[config.mk]
export PLATFORM = sky130hd
export DESIGN_NAME = drs_sequencer
export DESIGN_NICKNAME = d
export VERILOG_FILES = /design/src/core/drs_sync.v /design/src/core/drs_burst.v /design/src/core/drs_sequencer.v
export VERILOG_INCLUDE_DIRS = /design/src /design/src/core
export SDC_FILE = /design/constraint.sdc
export NUM_CORES = 1
export LEC_CHECK = 0
export BUFFER_PORTS_ARGS = -buffer_cell sky130_fd_sc_hd__buf_2
export CAP_MARGIN = 40
export CORE_AREA = 8 8 58 109
export CTS_BUF_LIST = sky130_fd_sc_hd__clkbuf_16
export CTS_CLUSTER_SIZE = 25
export DETAILED_ROUTE_END_ITERATION = 12
export DIE_AREA = 0 0 66 117
export HOLD_SLACK_MARGIN = 0.06
export PLACE_DENSITY = 0.72
export SLEW_MARGIN = 20
export SYNTH_ARGS = -nofsm -noshare
export SYNTH_HDL_FRONTEND = slang
export SYNTH_SLANG_ARGS = --single-unit
[constraint.sdc]
create_clock -name mclk_i -period 2.9 [get_ports mclk_i]
set_clock_uncertainty 0.15 [all_clocks]
set_input_delay 0.29 -clock mclk_i [delete_from_list [all_inputs] [get_ports mclk_i]]
set_output_delay 0.29 -clock mclk_i [all_outputs]
set_load 0.02 [all_outputs]
[src/core/drs_defines.vh]
// Constants for the DRAM access and refresh sequencer.
// Assumes inclusion by bare name from the core/ design files.
`ifndef DRS_DEFINES_VH
`define DRS_DEFINES_VH

// State codes, four bits
`define DRS_ST_IDLE          4'h0
`define DRS_ST_ACCESS_BEGIN  4'h4
`define DRS_ST_ACCESS        4'h6
`define DRS_ST_READ          4'h2
`define DRS_ST_WRITE_ONE     4'he
`define DRS_ST_WRITE_TWO     4'hc
`define DRS_ST_WRITE_THREE   4'h7
`define DRS_ST_REFRESH_BEGIN 4'h8
`define DRS_ST_REFRESH       4'h9
`define DRS_ST_REFRESH_END   4'hb
`define DRS_ST_FINISH        4'h1
`define DRS_ST_POWERON       4'hf

// Cycle type codes on latched address bits 31:30
`define DRS_TYPE_LONG        2'h0
`define DRS_TYPE_HEX         2'h1
`define DRS_TYPE_QUAD        2'h2
`define DRS_TYPE_OCTA        2'h3

// Longword count reached after the last longword of each type
`define DRS_LAST_LONG        2'h1
`define DRS_LAST_QUAD        2'h2
`define DRS_LAST_FOUR        2'h0

// Input sampling
`define DRS_SYNC_STAGES      3

`endif

[src/core/drs_sync.v]
// Three-stage input synchroniser with agreement filter, one per bit.
// Assumes inputs are asynchronous to mclk_i; output is registered.
`timescale 1ns/10ps
`default_nettype none

module drs_sync #(
    parameter WIDTH = 1
) (
    input  wire             mclk_i,  // System clock
    input  wire             rst_i,   // Synchronous reset, high
    input  wire [WIDTH-1:0] async_i, // Raw pin levels
    output wire [WIDTH-1:0] sync_o   // Filtered levels
);

genvar g;
generate
    for (g = 0; g < WIDTH; g = g + 1)
    begin : g_bit
        reg s1_q;
        reg s2_q;
        reg s3_q;
        reg val_q;
        always @(posedge mclk_i)
        begin
            if (rst_i)
            begin
                s1_q  <= 1'b0;
                s2_q  <= 1'b0;
                s3_q  <= 1'b0;
                val_q <= 1'b0;
            end
            else
            begin
                s1_q <= async_i[g];
                s2_q <= s1_q;
                s3_q <= s2_q;
                // Change counts once stages two and three agree
                if (s2_q == s3_q)
                    val_q <= s3_q;
            end
        end
        assign sync_o[g] = val_q;
    end
endgenerate

endmodule // drs_sync

`default_nettype wire

[src/core/drs_burst.v]
// Burst completion terms from cycle type and longword count.
// Assumes the count already holds the value after the last advance.
`timescale 1ns/10ps
`default_nettype none
`include "drs_defines.vh"

module drs_burst (
    input  wire [1:0] cycle_type_i, // Latched address bits 31:30
    input  wire [1:0] count_i,      // Fed-back inversion bits {hi,lo}
    output wire       term_a_o,     // Longword done
    output wire       term_b_o,     // Quadword done
    output wire       term_c_o,     // Hexword group done
    output wire       term_d_o      // Octaword group done
);

// Each term: type matches and the count reached its last value
assign term_a_o = (cycle_type_i == `DRS_TYPE_LONG) &&
                  (count_i == `DRS_LAST_LONG);
assign term_b_o = (cycle_type_i == `DRS_TYPE_QUAD) &&
                  (count_i == `DRS_LAST_QUAD);
assign term_c_o = (cycle_type_i == `DRS_TYPE_HEX) &&
                  (count_i == `DRS_LAST_FOUR);
assign term_d_o = (cycle_type_i == `DRS_TYPE_OCTA) &&
                  (count_i == `DRS_LAST_FOUR);

endmodule // drs_burst

`default_nettype wire

[src/core/drs_sequencer.v]
// DRAM access and refresh sequencer: strobe timing, burst stepping,
// refresh arbitration and cycle ready.
// Assumes all processor and counter inputs are asynchronous pins;
// every state step happens on a sampled rising edge of phase A.
`timescale 1ns/10ps
`default_nettype none
`include "drs_defines.vh"

module drs_sequencer (
    input  wire       mclk_i,               // 100 MHz system clock
    input  wire       rst_i,                // Synchronous reset, high
    input  wire       phase_a_clock_i,      // Processor phase A clock
    input  wire       synced_addr_strobe_i, // Address strobe, high
    input  wire       dram_select_i,        // DRAM decode select, high
    input  wire       int_ack_active_i,     // Iack cycle running, high
    input  wire       refresh_request_i,    // Refresh counter request
    input  wire       power_reset_i,        // Power-up reset, high
    input  wire       system_reset_in_i,    // System reset, high
    input  wire       data_strobe_in_i,     // Data strobe, high
    input  wire       latched_write_i,      // High for write cycles
    input  wire       phase_p4_low_i,       // Low during phase P4
    input  wire [1:0] latched_address_i,    // Address bits 31:30
    output wire       refresh_cycle_out_o,  // Refresh cycle, high
    output wire       row_strobe_o,         // Row strobe, high
    output wire       column_strobe_enable_o, // Column enable, high
    output wire       col_addr_invert_lo_o, // Invert column bit 2
    output wire       col_addr_invert_hi_o, // Invert column bit 3
    output wire       mem_cycle_ready_o     // Cycle ready, high
);

localparam NUM_IN = 12;

// Sampled pins
wire [NUM_IN-1:0] raw_w;
wire [NUM_IN-1:0] smp_w;

assign raw_w = {phase_a_clock_i, synced_addr_strobe_i, dram_select_i,
                int_ack_active_i, refresh_request_i, power_reset_i,
                system_reset_in_i, data_strobe_in_i, latched_write_i,
                phase_p4_low_i, latched_address_i};

drs_sync #(
    .WIDTH (NUM_IN)
) u_sync (
    .mclk_i  (mclk_i),
    .rst_i   (rst_i),
    .async_i (raw_w),
    .sync_o  (smp_w)
);

wire       phase_a_clock_w    = smp_w[11];
wire       sas_w     = smp_w[10];
wire       sel_w     = smp_w[9];
wire       iack_w    = smp_w[8];
wire       refresh_request_w  = smp_w[7];
wire       pwr_w     = smp_w[6];
wire       sysrst_w  = smp_w[5];
wire       ds_w      = smp_w[4];
wire       write_w   = smp_w[3];
wire       p4_n_w    = smp_w[2];
wire [1:0] ctype_w   = smp_w[1:0];

// Phase A rising edge enable
reg phase_a_clock_prev_q;

always @(posedge mclk_i)
begin
    if (rst_i)
        phase_a_clock_prev_q <= 1'b0;
    else
        phase_a_clock_prev_q <= phase_a_clock_w;
end

wire step_w = phase_a_clock_w & ~phase_a_clock_prev_q;

// Registered state and outputs
reg [3:0] state_q;
reg [3:0] state_d;
reg       refresh_cycle_out_q;
reg       refresh_cycle_out_d;
reg       ras_q;
reg       ras_d;
reg       cas_q;
reg       cas_d;
reg       inv_lo_q;
reg       inv_lo_d;
reg       inv_hi_q;
reg       inv_hi_d;
reg       ready_q;
reg       ready_d;
reg       repeat_q;
reg       repeat_d;

// Access request term, refresh takes priority
wire access_w = sas_w & sel_w & ~iack_w & ~refresh_request_w;

// Refresh demand includes power-up warm-up
wire refresh_w = refresh_request_w | pwr_w;

// Fed-back inversion bits as a two-bit count
wire [1:0] count_w      = {inv_hi_q, inv_lo_q};
wire [1:0] count_next_w = count_w + 2'h1;

wire term_a_w;
wire term_b_w;
wire term_c_w;
wire term_d_w;

drs_burst u_burst (
    .cycle_type_i (ctype_w),
    .count_i      (count_w),
    .term_a_o     (term_a_w),
    .term_b_o     (term_b_w),
    .term_c_o     (term_c_w),
    .term_d_o     (term_d_w)
);

wire done_w = term_a_w | term_b_w | term_c_w | term_d_w;

wire p4_w = ~p4_n_w;

always @*
begin
    state_d  = state_q;
    refresh_cycle_out_d = refresh_cycle_out_q;
    ras_d    = ras_q;
    cas_d    = cas_q;
    inv_lo_d = inv_lo_q;
    inv_hi_d = inv_hi_q;
    ready_d  = ready_q;
    repeat_d = repeat_q;
    case (state_q)
        `DRS_ST_IDLE:
        begin
            if (refresh_w)
            begin
                state_d  = `DRS_ST_REFRESH_BEGIN;
                refresh_cycle_out_d = 1'b1;
                cas_d    = 1'b1;
            end
            else if (access_w)
            begin
                state_d = `DRS_ST_ACCESS_BEGIN;
                ras_d   = 1'b1;
            end
            else
            begin
                refresh_cycle_out_d = 1'b0;
                ras_d    = 1'b0;
                cas_d    = 1'b0;
                inv_lo_d = 1'b0;
                inv_hi_d = 1'b0;
                ready_d  = 1'b0;
                repeat_d = 1'b0;
            end
        end
        `DRS_ST_ACCESS_BEGIN:
        begin
            if (access_w && ds_w)
            begin
                state_d = `DRS_ST_ACCESS;
                cas_d   = 1'b1;
            end
            else if (!access_w)
                state_d = `DRS_ST_REFRESH_END;
        end
        `DRS_ST_ACCESS:
        begin
            if (p4_w && !write_w && (!repeat_q || !ds_w))
            begin
                state_d  = `DRS_ST_READ;
                ready_d  = 1'b1;
                cas_d    = 1'b0;
                inv_lo_d = count_next_w[0];
                inv_hi_d = count_next_w[1];
            end
            else if (p4_w && write_w)
            begin
                state_d  = `DRS_ST_WRITE_ONE;
                ready_d  = 1'b1;
                cas_d    = 1'b0;
                inv_lo_d = count_next_w[0];
                inv_hi_d = count_next_w[1];
            end
        end
        `DRS_ST_READ:
        begin
            if (access_w && !done_w)
            begin
                state_d  = `DRS_ST_ACCESS;
                cas_d    = 1'b1;
                ready_d  = 1'b0;
                repeat_d = 1'b1;
            end
            else if (term_d_w)
            begin
                state_d  = `DRS_ST_REFRESH;
                ras_d    = 1'b0;
                cas_d    = 1'b0;
                inv_lo_d = 1'b0;
                inv_hi_d = 1'b0;
                ready_d  = 1'b0;
                repeat_d = 1'b0;
            end
            else
            begin
                state_d  = `DRS_ST_FINISH;
                ras_d    = 1'b0;
                cas_d    = 1'b0;
                inv_lo_d = 1'b0;
                inv_hi_d = 1'b0;
                ready_d  = 1'b0;
                repeat_d = 1'b0;
            end
        end
        `DRS_ST_WRITE_ONE:
        begin
            if (access_w && !done_w)
            begin
                state_d = `DRS_ST_WRITE_TWO;
                ready_d = 1'b0;
            end
            else
            begin
                state_d  = `DRS_ST_FINISH;
                ras_d    = 1'b0;
                cas_d    = 1'b0;
                inv_lo_d = 1'b0;
                inv_hi_d = 1'b0;
                ready_d  = 1'b0;
            end
        end
        `DRS_ST_WRITE_TWO:
        begin
            if (!ds_w)
                state_d = `DRS_ST_WRITE_THREE;
        end
        `DRS_ST_WRITE_THREE:
        begin
            if (ds_w)
            begin
                state_d  = `DRS_ST_ACCESS;
                cas_d    = 1'b1;
                repeat_d = 1'b1;
            end
        end
        `DRS_ST_REFRESH_BEGIN:
        begin
            state_d = `DRS_ST_REFRESH;
            ras_d   = 1'b1;
        end
        `DRS_ST_REFRESH:
        begin
            state_d = `DRS_ST_REFRESH_END;
            cas_d   = 1'b0;
        end
        `DRS_ST_REFRESH_END:
        begin
            state_d  = `DRS_ST_FINISH;
            refresh_cycle_out_d = 1'b0;
            ras_d    = 1'b0;
        end
        `DRS_ST_FINISH:
        begin
            state_d  = `DRS_ST_IDLE;
            refresh_cycle_out_d = 1'b0;
            ras_d    = 1'b0;
            cas_d    = 1'b0;
            inv_lo_d = 1'b0;
            inv_hi_d = 1'b0;
            ready_d  = 1'b0;
            repeat_d = 1'b0;
        end
        default:
            state_d = `DRS_ST_FINISH;
    endcase
end

always @(posedge mclk_i)
begin
    if (rst_i || sysrst_w)
    begin
        state_q  <= `DRS_ST_IDLE;
        refresh_cycle_out_q <= 1'b0;
        ras_q    <= 1'b0;
        cas_q    <= 1'b0;
        inv_lo_q <= 1'b0;
        inv_hi_q <= 1'b0;
        ready_q  <= 1'b0;
        repeat_q <= 1'b0;
    end
    else if (step_w)
    begin
        state_q  <= state_d;
        refresh_cycle_out_q <= refresh_cycle_out_d;
        ras_q    <= ras_d;
        cas_q    <= cas_d;
        inv_lo_q <= inv_lo_d;
        inv_hi_q <= inv_hi_d;
        ready_q  <= ready_d;
        repeat_q <= repeat_d;
    end
end

// External counter clears its request on the refresh-cycle output
assign refresh_cycle_out_o    = refresh_cycle_out_q;
assign row_strobe_o           = ras_q;
assign column_strobe_enable_o = cas_q;
assign col_addr_invert_lo_o   = inv_lo_q;
assign col_addr_invert_hi_o   = inv_hi_q;
assign mem_cycle_ready_o      = ready_q;

endmodule // drs_sequencer

`default_nettype wire

# == After elaboration in Yosys (flattened, before gate mapping) ==
# Index checks and enable logic that the tools add are counted.
# op_classes
n_bitwise,12
multipliers,0
eq_ne,38
muxes,36
div_mod_pow,0
reduce_logical,35
add_sub_neg,1
shift,0
order_cmp,0
# op_table
operator,count
$mux W4,11
$pmux W4 S10,1
$eq A4 B4 Y1 const B,5
$mux W1,17
$pmux W1 S4,4
$eq A1 B1 Y1,12
$eq A4 B3 Y1 const B,3
$ne A2 B2 Y1 const B,6
$ne A3 B3 Y1 const B,4
$reduce_and A6 Y1,2
$reduce_bool A4 Y1,3
$reduce_and A5 Y1,2
$logic_and A1 B1 Y1,9
$pmux W1 S7,1
$reduce_and A7 Y1,1
$reduce_bool A7 Y1,1
$eq A2 B2 Y1 const B,3
$reduce_or A2 Y1,3
$and A1 B1 Y1,4
$eq A2 B1 Y1 const B,2
$eq A4 B1 Y1 const B,1
$eq A4 B2 Y1 const B,1
$logic_not A1 Y1,4
$logic_not A2 Y1,2
other kinds (13),20
# word_totals
latch_bits,0
n_memories,0
ram_bits,0
ff_bits,60
mem_bits_ro,0

# == Logic depth before layout (Yosys ltp) ==
# Gate-level depths: netlist of run 1.
# depth
depth_word,9
mapped_depth,8
depth_no_buf,7

# == By module ==
# From an unflattened synthesis of run 1, not the netlist that was laid out.
# unflattened
cells_unflattened,295
area_unflattened_um2,2766.4
# modules_own_cells
mod,instances,area_per_inst_um2,cells_per_inst,seq_area_each_um2
drs_sync,1,1510.2,137,960.9
drs_sequencer,1,1213.7,154,240.2
drs_burst,1,42.5,4,0.0

# == Worst setup path before layout of run 1 ==
# OpenSTA, ideal clock, no wires.
# synth_timing
path_type,register to register
startpoint,"reg, netlist name col_addr_invert_lo_o"
endpoint,reg ready_q (netlist: mem_cycle_ready_o)
path_slack_ns,0.797
arrival_time_ns,1.837
synth_period_minus_slack_ns,2.103
path_buffers,0
path_stages_with_launch,8
path_cell_list,dfxtp_1 > inv_1 > ha_1 > mux2_2 > o21a_1 > nor3_1 > a31oi_1 > a41o_1
# synth_rtl
item,line,rtl
end signal: assignment,drs_sequencer.v:300,ready_q <= ready_d;
end: declaration,drs_sequencer.v:89,reg ready_q;

# == Final worst setup path of run 1 ==
# layout_timing
startpoint,reg state_q[0]
endpoint,reg ras_q (netlist: row_strobe_o)
# layout_via
elab_chain_len,4
# layout_lines
item,line,rtl
start: declaration,drs_sequencer.v:77,reg [3:0] state_q;
start signal: assignment,drs_sequencer.v:283,state_q <= `DRS_ST_IDLE;
start signal: assignment,drs_sequencer.v:294,state_q <= state_d;
"$eq A4 B4 Y1, or another cell as far along",drs_sequencer.v:132,case (state_q)
$reduce_or A2 Y1 (no line),--,
$ne A2 B2 Y1 (no line) or $reduce_bool A4 Y1 (tied branches),--,
$reduce_and A4 Y1 (no line),--,
end signal: assignment,drs_sequencer.v:296,ras_q <= ras_d;
end: declaration,drs_sequencer.v:81,reg ras_q;
# Several ways; a longest one is shown, not always the timed one.
# A chain may end at the register's enable or synchronous reset.

==> flow_metrics.tcl, run 1 <==
set metrics [dict create \
    status "finished clean" \
    synthTopCellsByArea "dfxtp_1 46%, nor2b_1 9.6%, o21ai_0 5.5%" \
    core_area_um2 5000 \
    hold_slack_ns 0.283 \
    worstSetupEndpoint "row_strobe_o$_SDFFE_PP0P_" \
    timing.rr.start "state_q[0]$_SDFFE_PP0P_" \
    p_leak_uw 0.00118 \
    cp_cell_sequence "nor2b_2 -> o211ai_1 -> a2111oi_0 -> a311o_1 -> a21oi_1" \
    clock_path_buffers 2 \
    netSwitchingFraction_pct 21.1 \
    max_stage_delay_ns 0.57 \
    yosys.area.top_type_share_pct 45.9 \
    ys_ff_latch 60 \
    antenna_found_initial 0 \
    numCtsBuffers 9 \
    wl_per_cell_um 16.2 \
    finalCritPeriodShare_pct 80.0 \
    post_cts_resized 0 \
    synth_ff_type "dfxtp_1" \
    cp_slowest_cell "a2111oi_0" \
    path_class "register to register" \
    grt_use_total_pct 17.9 \
    avgSynthCellArea_um2 8.85 \
    crit_arrival_ns 2.38 \
    start_util_pct 52.4 \
    cp-end-kind "register" \
    rsz0062_at_grt "no" \
    instances_no_fill 390 \
    portBuffers 19 \
    diodes 0 \
    synth_area_um2 2620 \
    grt_pass1_wl_um 10500 \
    synth_top_cells_by_count "60 x dfxtp_1, 40 x nor2b_1, 29 x o21ai_0, 26 x a21oi_1, 25 x nand2_1" \
    grt_max_degree 51 \
    cts_tree "yes" \
    root_buffer "clkbuf_16" \
    die_height_um 117 \
    die-area_um2 7720 \
    yosysMostFrequentCell "dfxtp_1" \
    firstDrtPassIters 4 \
    io_pins 20 \
    seq_area_frac_synth_pct 45.9 \
    crit_start "state_q[0]$_SDFFE_PP0P_" \
    grt_overflow 0 \
    finalPower_uw 1820 \
    tns_ns 0 \
    htree_levels 3 \
    synth-edff-count 0 \
    die_x_um 66 \
    setup_violations 0 \
    synth_top_area_cell "dfxtp_1" \
    vias_per_cell 5.88 \
    synth-async-reset-ratio_pct 0 \
    synthCells 296 \
    num_rows 37 \
    dpl_cell_area_um2 2760 \
    clk_pin_slew_ns 0.05 \
    reg2reg_to "row_strobe_o$_SDFFE_PP0P_" \
    r2r_slack_ns 0.58 \
    dp.cells 363 \
    clockPowerShare_pct 50.1 \
    syn_nets 313 \
    grt_pass1_vias 2187 \
    p_int_uw 1440 \
    max_slew.worst_pin.slew_ns 0.717 \
    clock-sinks 60 \
    post-dp-hpwl_um 4190 \
    design_area_um2 3140 \
    area_growth_pct 19.7 \
    power.density_nw_per_um2 582 \
    wirelength_um 6310 \
    ff2ff_path_depth 5 \
    max_cap_viol_count 0 \
    slew_headroom_pct 52.2 \
    slew_viol_final 0 \
    ys_warn_count 0 \
    peakVddDrop_uv 488 \
    finalCriticalPeriod_ns 2.32 \
    power_frac_seq_pct 46.8 \
    critPathRequiredTime_ns 2.96 \
    holdCritPathClass "register to register" \
    clock.fmax_mhz 431 \
    synth_cell_types 53 \
    drive_above_1_share_pct 15.1 \
    path_max_fanout 19 \
    final_net_count 345 \
    drtAntennaViolNets 0 \
    drt-initial-drc-count 146 \
    vias 2293 \
    hold_violations 0 \
    place.gp.congestion 0.929 \
    drc 0 \
    insertion_delay_ns 0.33 \
    crit_path_start_kind "register" \
    p_comb_share_pct 3.1 \
    power.switching_uw 384 \
]
[timing repair]
| action | CTS | global route |
|---|---|---|
| setup buffers | 0 | 0 |
| hold endpoints to repair | 12 | 0 |
| hold buffers | 12 | 0 |
[per-stage QoR]
| step | setup WS, ns | util [%] |
|---|---|---|
| after global placement | 0.714 | 55.2 |
| final | 0.580 | 62.7 |
| after floorplan | 0.797 | - |
| after global routing | 0.485 | 62.7 |
| after detailed placement | 0.635 | 55.2 |
| after CTS | 0.616 | 62.7 |
[cell families (layout without fill, tap and decap cells)]
group,count (synthesis),in the layout,share of synthesized area (%)
adders and majority gates,3,3,1.43
buffers and inverters,25,61,4.54
and+or+nand+nor,115,115,25.1
xor gates and xnor gates,2,2,0.669
AOI/OAI and AO/OA,86,86,20.4
muxes,5,5,1.96
DFF,60,60,45.9
[power groups by stage]
stage / registers, uW / clock network (uW) / logic, uW
2_1_floorplan: 868 / 0 / 27.9
3_3_place_gp: 870 / 0 / 41.2
3_5_place_dp: 871 / 0 / 43.2
4_1_cts: 854 / 939 / 55.9
5_1_grt: 856 / 972 / 61.0
6_report: 854 / 913 / 55.8
[critical path, delay by kind of cell (launching register included)]
kind,cells,cell delay [ns]
AOI/OAI and AO/OA,4,1.00
DFF,1,0.53
and+or+nand+nor,1,0.51
[cells in the final DEF (no fill, tap or decap), types with 5 or more instances in the layout]
cell type,Yosys,layout
buf_4,2,9
inv_1,6,6
nand2_1,25,25
o21ai_0,29,29
nor2b_1,40,40
nand3_1,7,7
nand2b_1,5,5
dfxtp_1,60,60
clkbuf_16,0,9
buf_2,7,19
a21oi_1,26,26
o211ai_1,7,7
dlygate4sd3_1,0,12
nor2_1,12,12
[cell type report]
cell class / instances / area, um2
Timing Repair Buffer: 40 / 283
Multi-Input combinational cell: 211 / 1300
Tap cell: 58 / 72.6
Fill cell: 443 / 1860
Clock buffer: 9 / 225
Inverter: 6 / 22.5
Clock inverter: 6 / 32.5
Sequential cell: 60 / 1200
[layer usage]
layer	wire [um]	GRT usage [%]	part of all wire [%]
met1	2510	19.1	40
met2	3130	29.5	50
met3	379	5.82	6.0
met4	297	11.3	4.7
met5	0	0	0
[worst min-delay path by stage]
stage	slack [ns]	from	depth (start not counted)	to
floorplan	0.26	u_sync.g_bit[0].s1_q$_SDFF_PP0_	1	u_sync.g_bit[0].s2_q$_SDFF_PP0_
global placement	0.27	u_sync.g_bit[11].s1_q$_SDFF_PP0_	1	u_sync.g_bit[11].s2_q$_SDFF_PP0_
detailed placement	0.27	u_sync.g_bit[4].s1_q$_SDFF_PP0_	1	u_sync.g_bit[4].s2_q$_SDFF_PP0_
CTS	0.28	rst_i	4	state_q[0]$_SDFFE_PP0P_
global route	0.30	rst_i	4	state_q[0]$_SDFFE_PP0P_
finish	0.28	u_sync.g_bit[10].s1_q$_SDFF_PP0_	1	u_sync.g_bit[10].s2_q$_SDFF_PP0_
[sequential cells by signal, summed over array words and instances, names as in the netlist, 4 cells and up]
signal and cells:
state_q 4, u_sync.g_bit.val_q 12, u_sync.g_bit.s3_q 12, u_sync.g_bit.s1_q 12, u_sync.g_bit.s2_q 12
Note: power is estimated with default switching activity, not from simulation.
==> inputs of run 2 (changes only) <==
- ABC_AREA: unset -> 1
- CORE_AREA: 8 8 58 109 -> 8 8 59 110
- DIE_AREA: 0 0 66 117 -> 0 0 67 118
- clock period: 2.9 -> 2.04 ns (I/O delays scaled with it)
==> run 2 against run 1 <==
  * Critical path depth is 3 higher
  * Critical path type unchanged
  * Die area is 2.4% higher
  * Wire length is 10% lower
  * Sequential share of layout area is 0.33 points lower
  * Worst hold slack worse by 0.14 ns
  * Worst setup slack worse by 0.29 ns
  * First-iteration DRC count is 25% lower
  * Core utilization is 0.60 points lower
  * Design area is 0.88% higher
  * Non-clock buffer count is 7 lower
  * Register-to-register slack worse by 0.29 ns
  * Highest routed layer unchanged
  * Count of clock-buffer cells in the layout stayed put
==> flow_metrics.tcl, run 2 <==
set metrics [dict create \
    avgSynthCellArea_um2 7.47 \
    cp_cell_sequence "nor2_1 -> nand3_1 -> o21ai_0 -> inv_1 -> nand2_1 -> nor2_2 -> o21ai_1 -> nor2_1" \
    grt_pass1_vias 2254 \
    p_comb_share_pct 2.9 \
    p_int_uw 2420 \
    p_leak_uw 0.00146 \
    clockPowerShare_pct 56.1 \
    drt-initial-drc-count 110 \
    max_slew.worst_pin.slew_ns 0.454 \
    insertion_delay_ns 0.32 \
    crit_path_start_kind "register" \
    fillers 487 \
    root_buffer "clkbuf_16" \
    synth-edff-count 0 \
    power_frac_seq_pct 41.0 \
    finalCritPeriodShare_pct 86.0 \
    portBuffers 19 \
    cp_num_buf_inv 1 \
    hold_violations 0 \
    die_x_um 67 \
    synth_ff_type "dfxtp_1" \
    antenna_found_initial 0 \
    synth_cell_types 26 \
    cpLargestDelayFamily "simple AND/OR/NAND/NOR gates" \
    num_rows 37 \
    holdCritPathClass "input pin to register" \
    peakVddDrop_uv 996 \
    power.density_nw_per_um2 937 \
    clk_pin_slew_ns 0.05 \
    core_area_um2 5090 \
    seqCellArea_um2 1200 \
    clock-sinks 60 \
    yosysMostFrequentCell "nor2_1" \
    grt_overflow 0 \
    wirelength_um 5670 \
    rsz0062_at_grt "no" \
    finalCriticalPeriod_ns 1.75 \
    synthCells 341 \
    synth_area_um2 2550 \
    die_height_um 118 \
    io_pins 20 \
    max_cap_viol_count 0 \
    firstDrtPassIters 5 \
    vias 2229 \
    synth-async-reset-ratio_pct 0 \
    ys_warn_count 0 \
    grt_pass1_wl_um 9560 \
    cts_hold_buf 12 \
    slew_viol_final 0 \
    clock.fmax_mhz 570 \
    wl_per_cell_um 12.8 \
    setup_violations 0 \
    syn_nets 358 \
    synth_top_cells_by_count "70 x nor2_1, 63 x inv_1, 60 x dfxtp_1, 42 x nand2_1, 19 x a21oi_1" \
    setup_ws_ns 0.286 \
    start_util_pct 50.0 \
    hold_slack_ns 0.138 \
    diodes 0 \
    tns_ns 0 \
    place.gp.congestion 0.950 \
    vias_per_cell 5.03 \
    crit_arrival_ns 1.82 \
    clock_path_buffers 2 \
    synth_top_area_cell "dfxtp_1" \
    slew_headroom_pct 69.7 \
    cts_tree "yes" \
    drive_above_1_share_pct 16.4 \
    cp_slowest_cell "dfxtp_1" \
    final_common_cell "nor2_1" \
    cp_common_cell "nor2_1" \
    multi_input_area_um2 1070 \
    path_class "register to register" \
    htree_levels 3 \
    path_max_fanout 7 \
    ys_ff_latch 60 \
    max_stage_delay_ns 0.37 \
    post_cts_buffers 0 \
    final_net_count 397 \
    synthTopCellsByArea "dfxtp_1 47%, nor2_1 10%, inv_1 9.3%" \
    numCtsBuffers 9 \
    grt_use_total_pct 16.0 \
    netSwitchingFraction_pct 18.3 \
    drtAntennaViolNets 0 \
    status "finished clean" \
    die-area_um2 7910 \
    critPathRequiredTime_ns 2.11 \
    drc 0 \
    power.switching_uw 543 \
    post-dp-hpwl_um 4100 \
    dpl_worst_slack_ns 0.305 \
    cp-end-kind "register" \
    yosys.area.top_type_share_pct 47.2 \
    post_cts_resized 0 \
    area_growth_pct 24.2 \
    final_cell_mix "70 x nor2_1, 65 x inv_1, 60 x dfxtp_1" \
    grt_max_degree 49 \
    seq_area_frac_synth_pct 47.2 \
]
-- run 2: worst paths after layout --
kind              cells after the start                             from  slack [ns]                         endpoint
setup / recovery                      8          state_q[1]$_SDFFE_PP0P_        0.29          state_q[0]$_SDFFE_PP0P_
hold / removal                        5                            rst_i        0.14        row_strobe_o$_SDFFE_PP0P_
setup reg to reg                      8          state_q[1]$_SDFFE_PP0P_        0.29          state_q[0]$_SDFFE_PP0P_
hold reg to reg                       2  u_sync.g_bit[4].s1_q$_SDFF_PP0_        0.25  u_sync.g_bit[4].s2_q$_SDFF_PP0_
-- run 2: per-layer routing --
| layer | GRT usage, % | vias to the layer above | share of wire (%) |
|---|---|---|---|
| li1 | - | 1132 | - |
| met1 | 14.5 | 1001 | 37 |
| met2 | 25.9 | 71 | 52 |
| met3 | 5.05 | 25 | 5.0 |
| met4 | 15.3 | 0 | 5.7 |
| met5 | 0 | - | 0 |
-- run 2: layout make-up --
cell class | count | share of cell area [%]
clock inverter | 7 | 3.40
inverter | 67 | 7.95
multi-input combinational | 209 | 34.0
tap | 58 | 2.29
timing repair buffer | 33 | 7.28
sequential | 60 | 38.0
clock buffer | 9 | 7.12
-- run 2: metrics by stage --
step / area (um2) / power, uW / util (%) / instances
global route: 3160 / 3070 / 62.1 / 443
floorplan: 2550 / 1280 / - / 341
finish: 3160 / 2960 / 62.1 / 443
global placement: 2710 / 1300 / 53.2 / 415
detailed placement: 2710 / 1310 / 53.2 / 415
CTS: 3160 / 3010 / 62.1 / 443
-- run 2: cells by family (layout without fill, tap and decap cells) --
kind of cell             Yosys count  count (layout)  synth area share, %
AND/OR/NAND/NOR                  168             168                 32.4
buffers and inverters             72             116                 10.6
AO/OA/AOI/OAI                     38              38                 8.30
adder cells (fa/ha/maj)            3               3                 1.47
flip-flops                        60              60                 47.2
-- run 2: power by group through the flow --
stage	registers [uW]	clock network (uW)	logic, uW
CTS	1210	1710	88.5
global route	1220	1760	100
detailed placement	1240	0	69.8
global placement	1240	0	67.3
finish	1210	1660	87.3
floorplan	1240	0	45.6
-- run 2: worst reg2reg max path, delay by kind of cell, from the launching register on --
kind	cells	cell delay, ns
simple gates	5	0.63
compound gates	2	0.41
flops	1	0.37
buf+inv	1	0.07
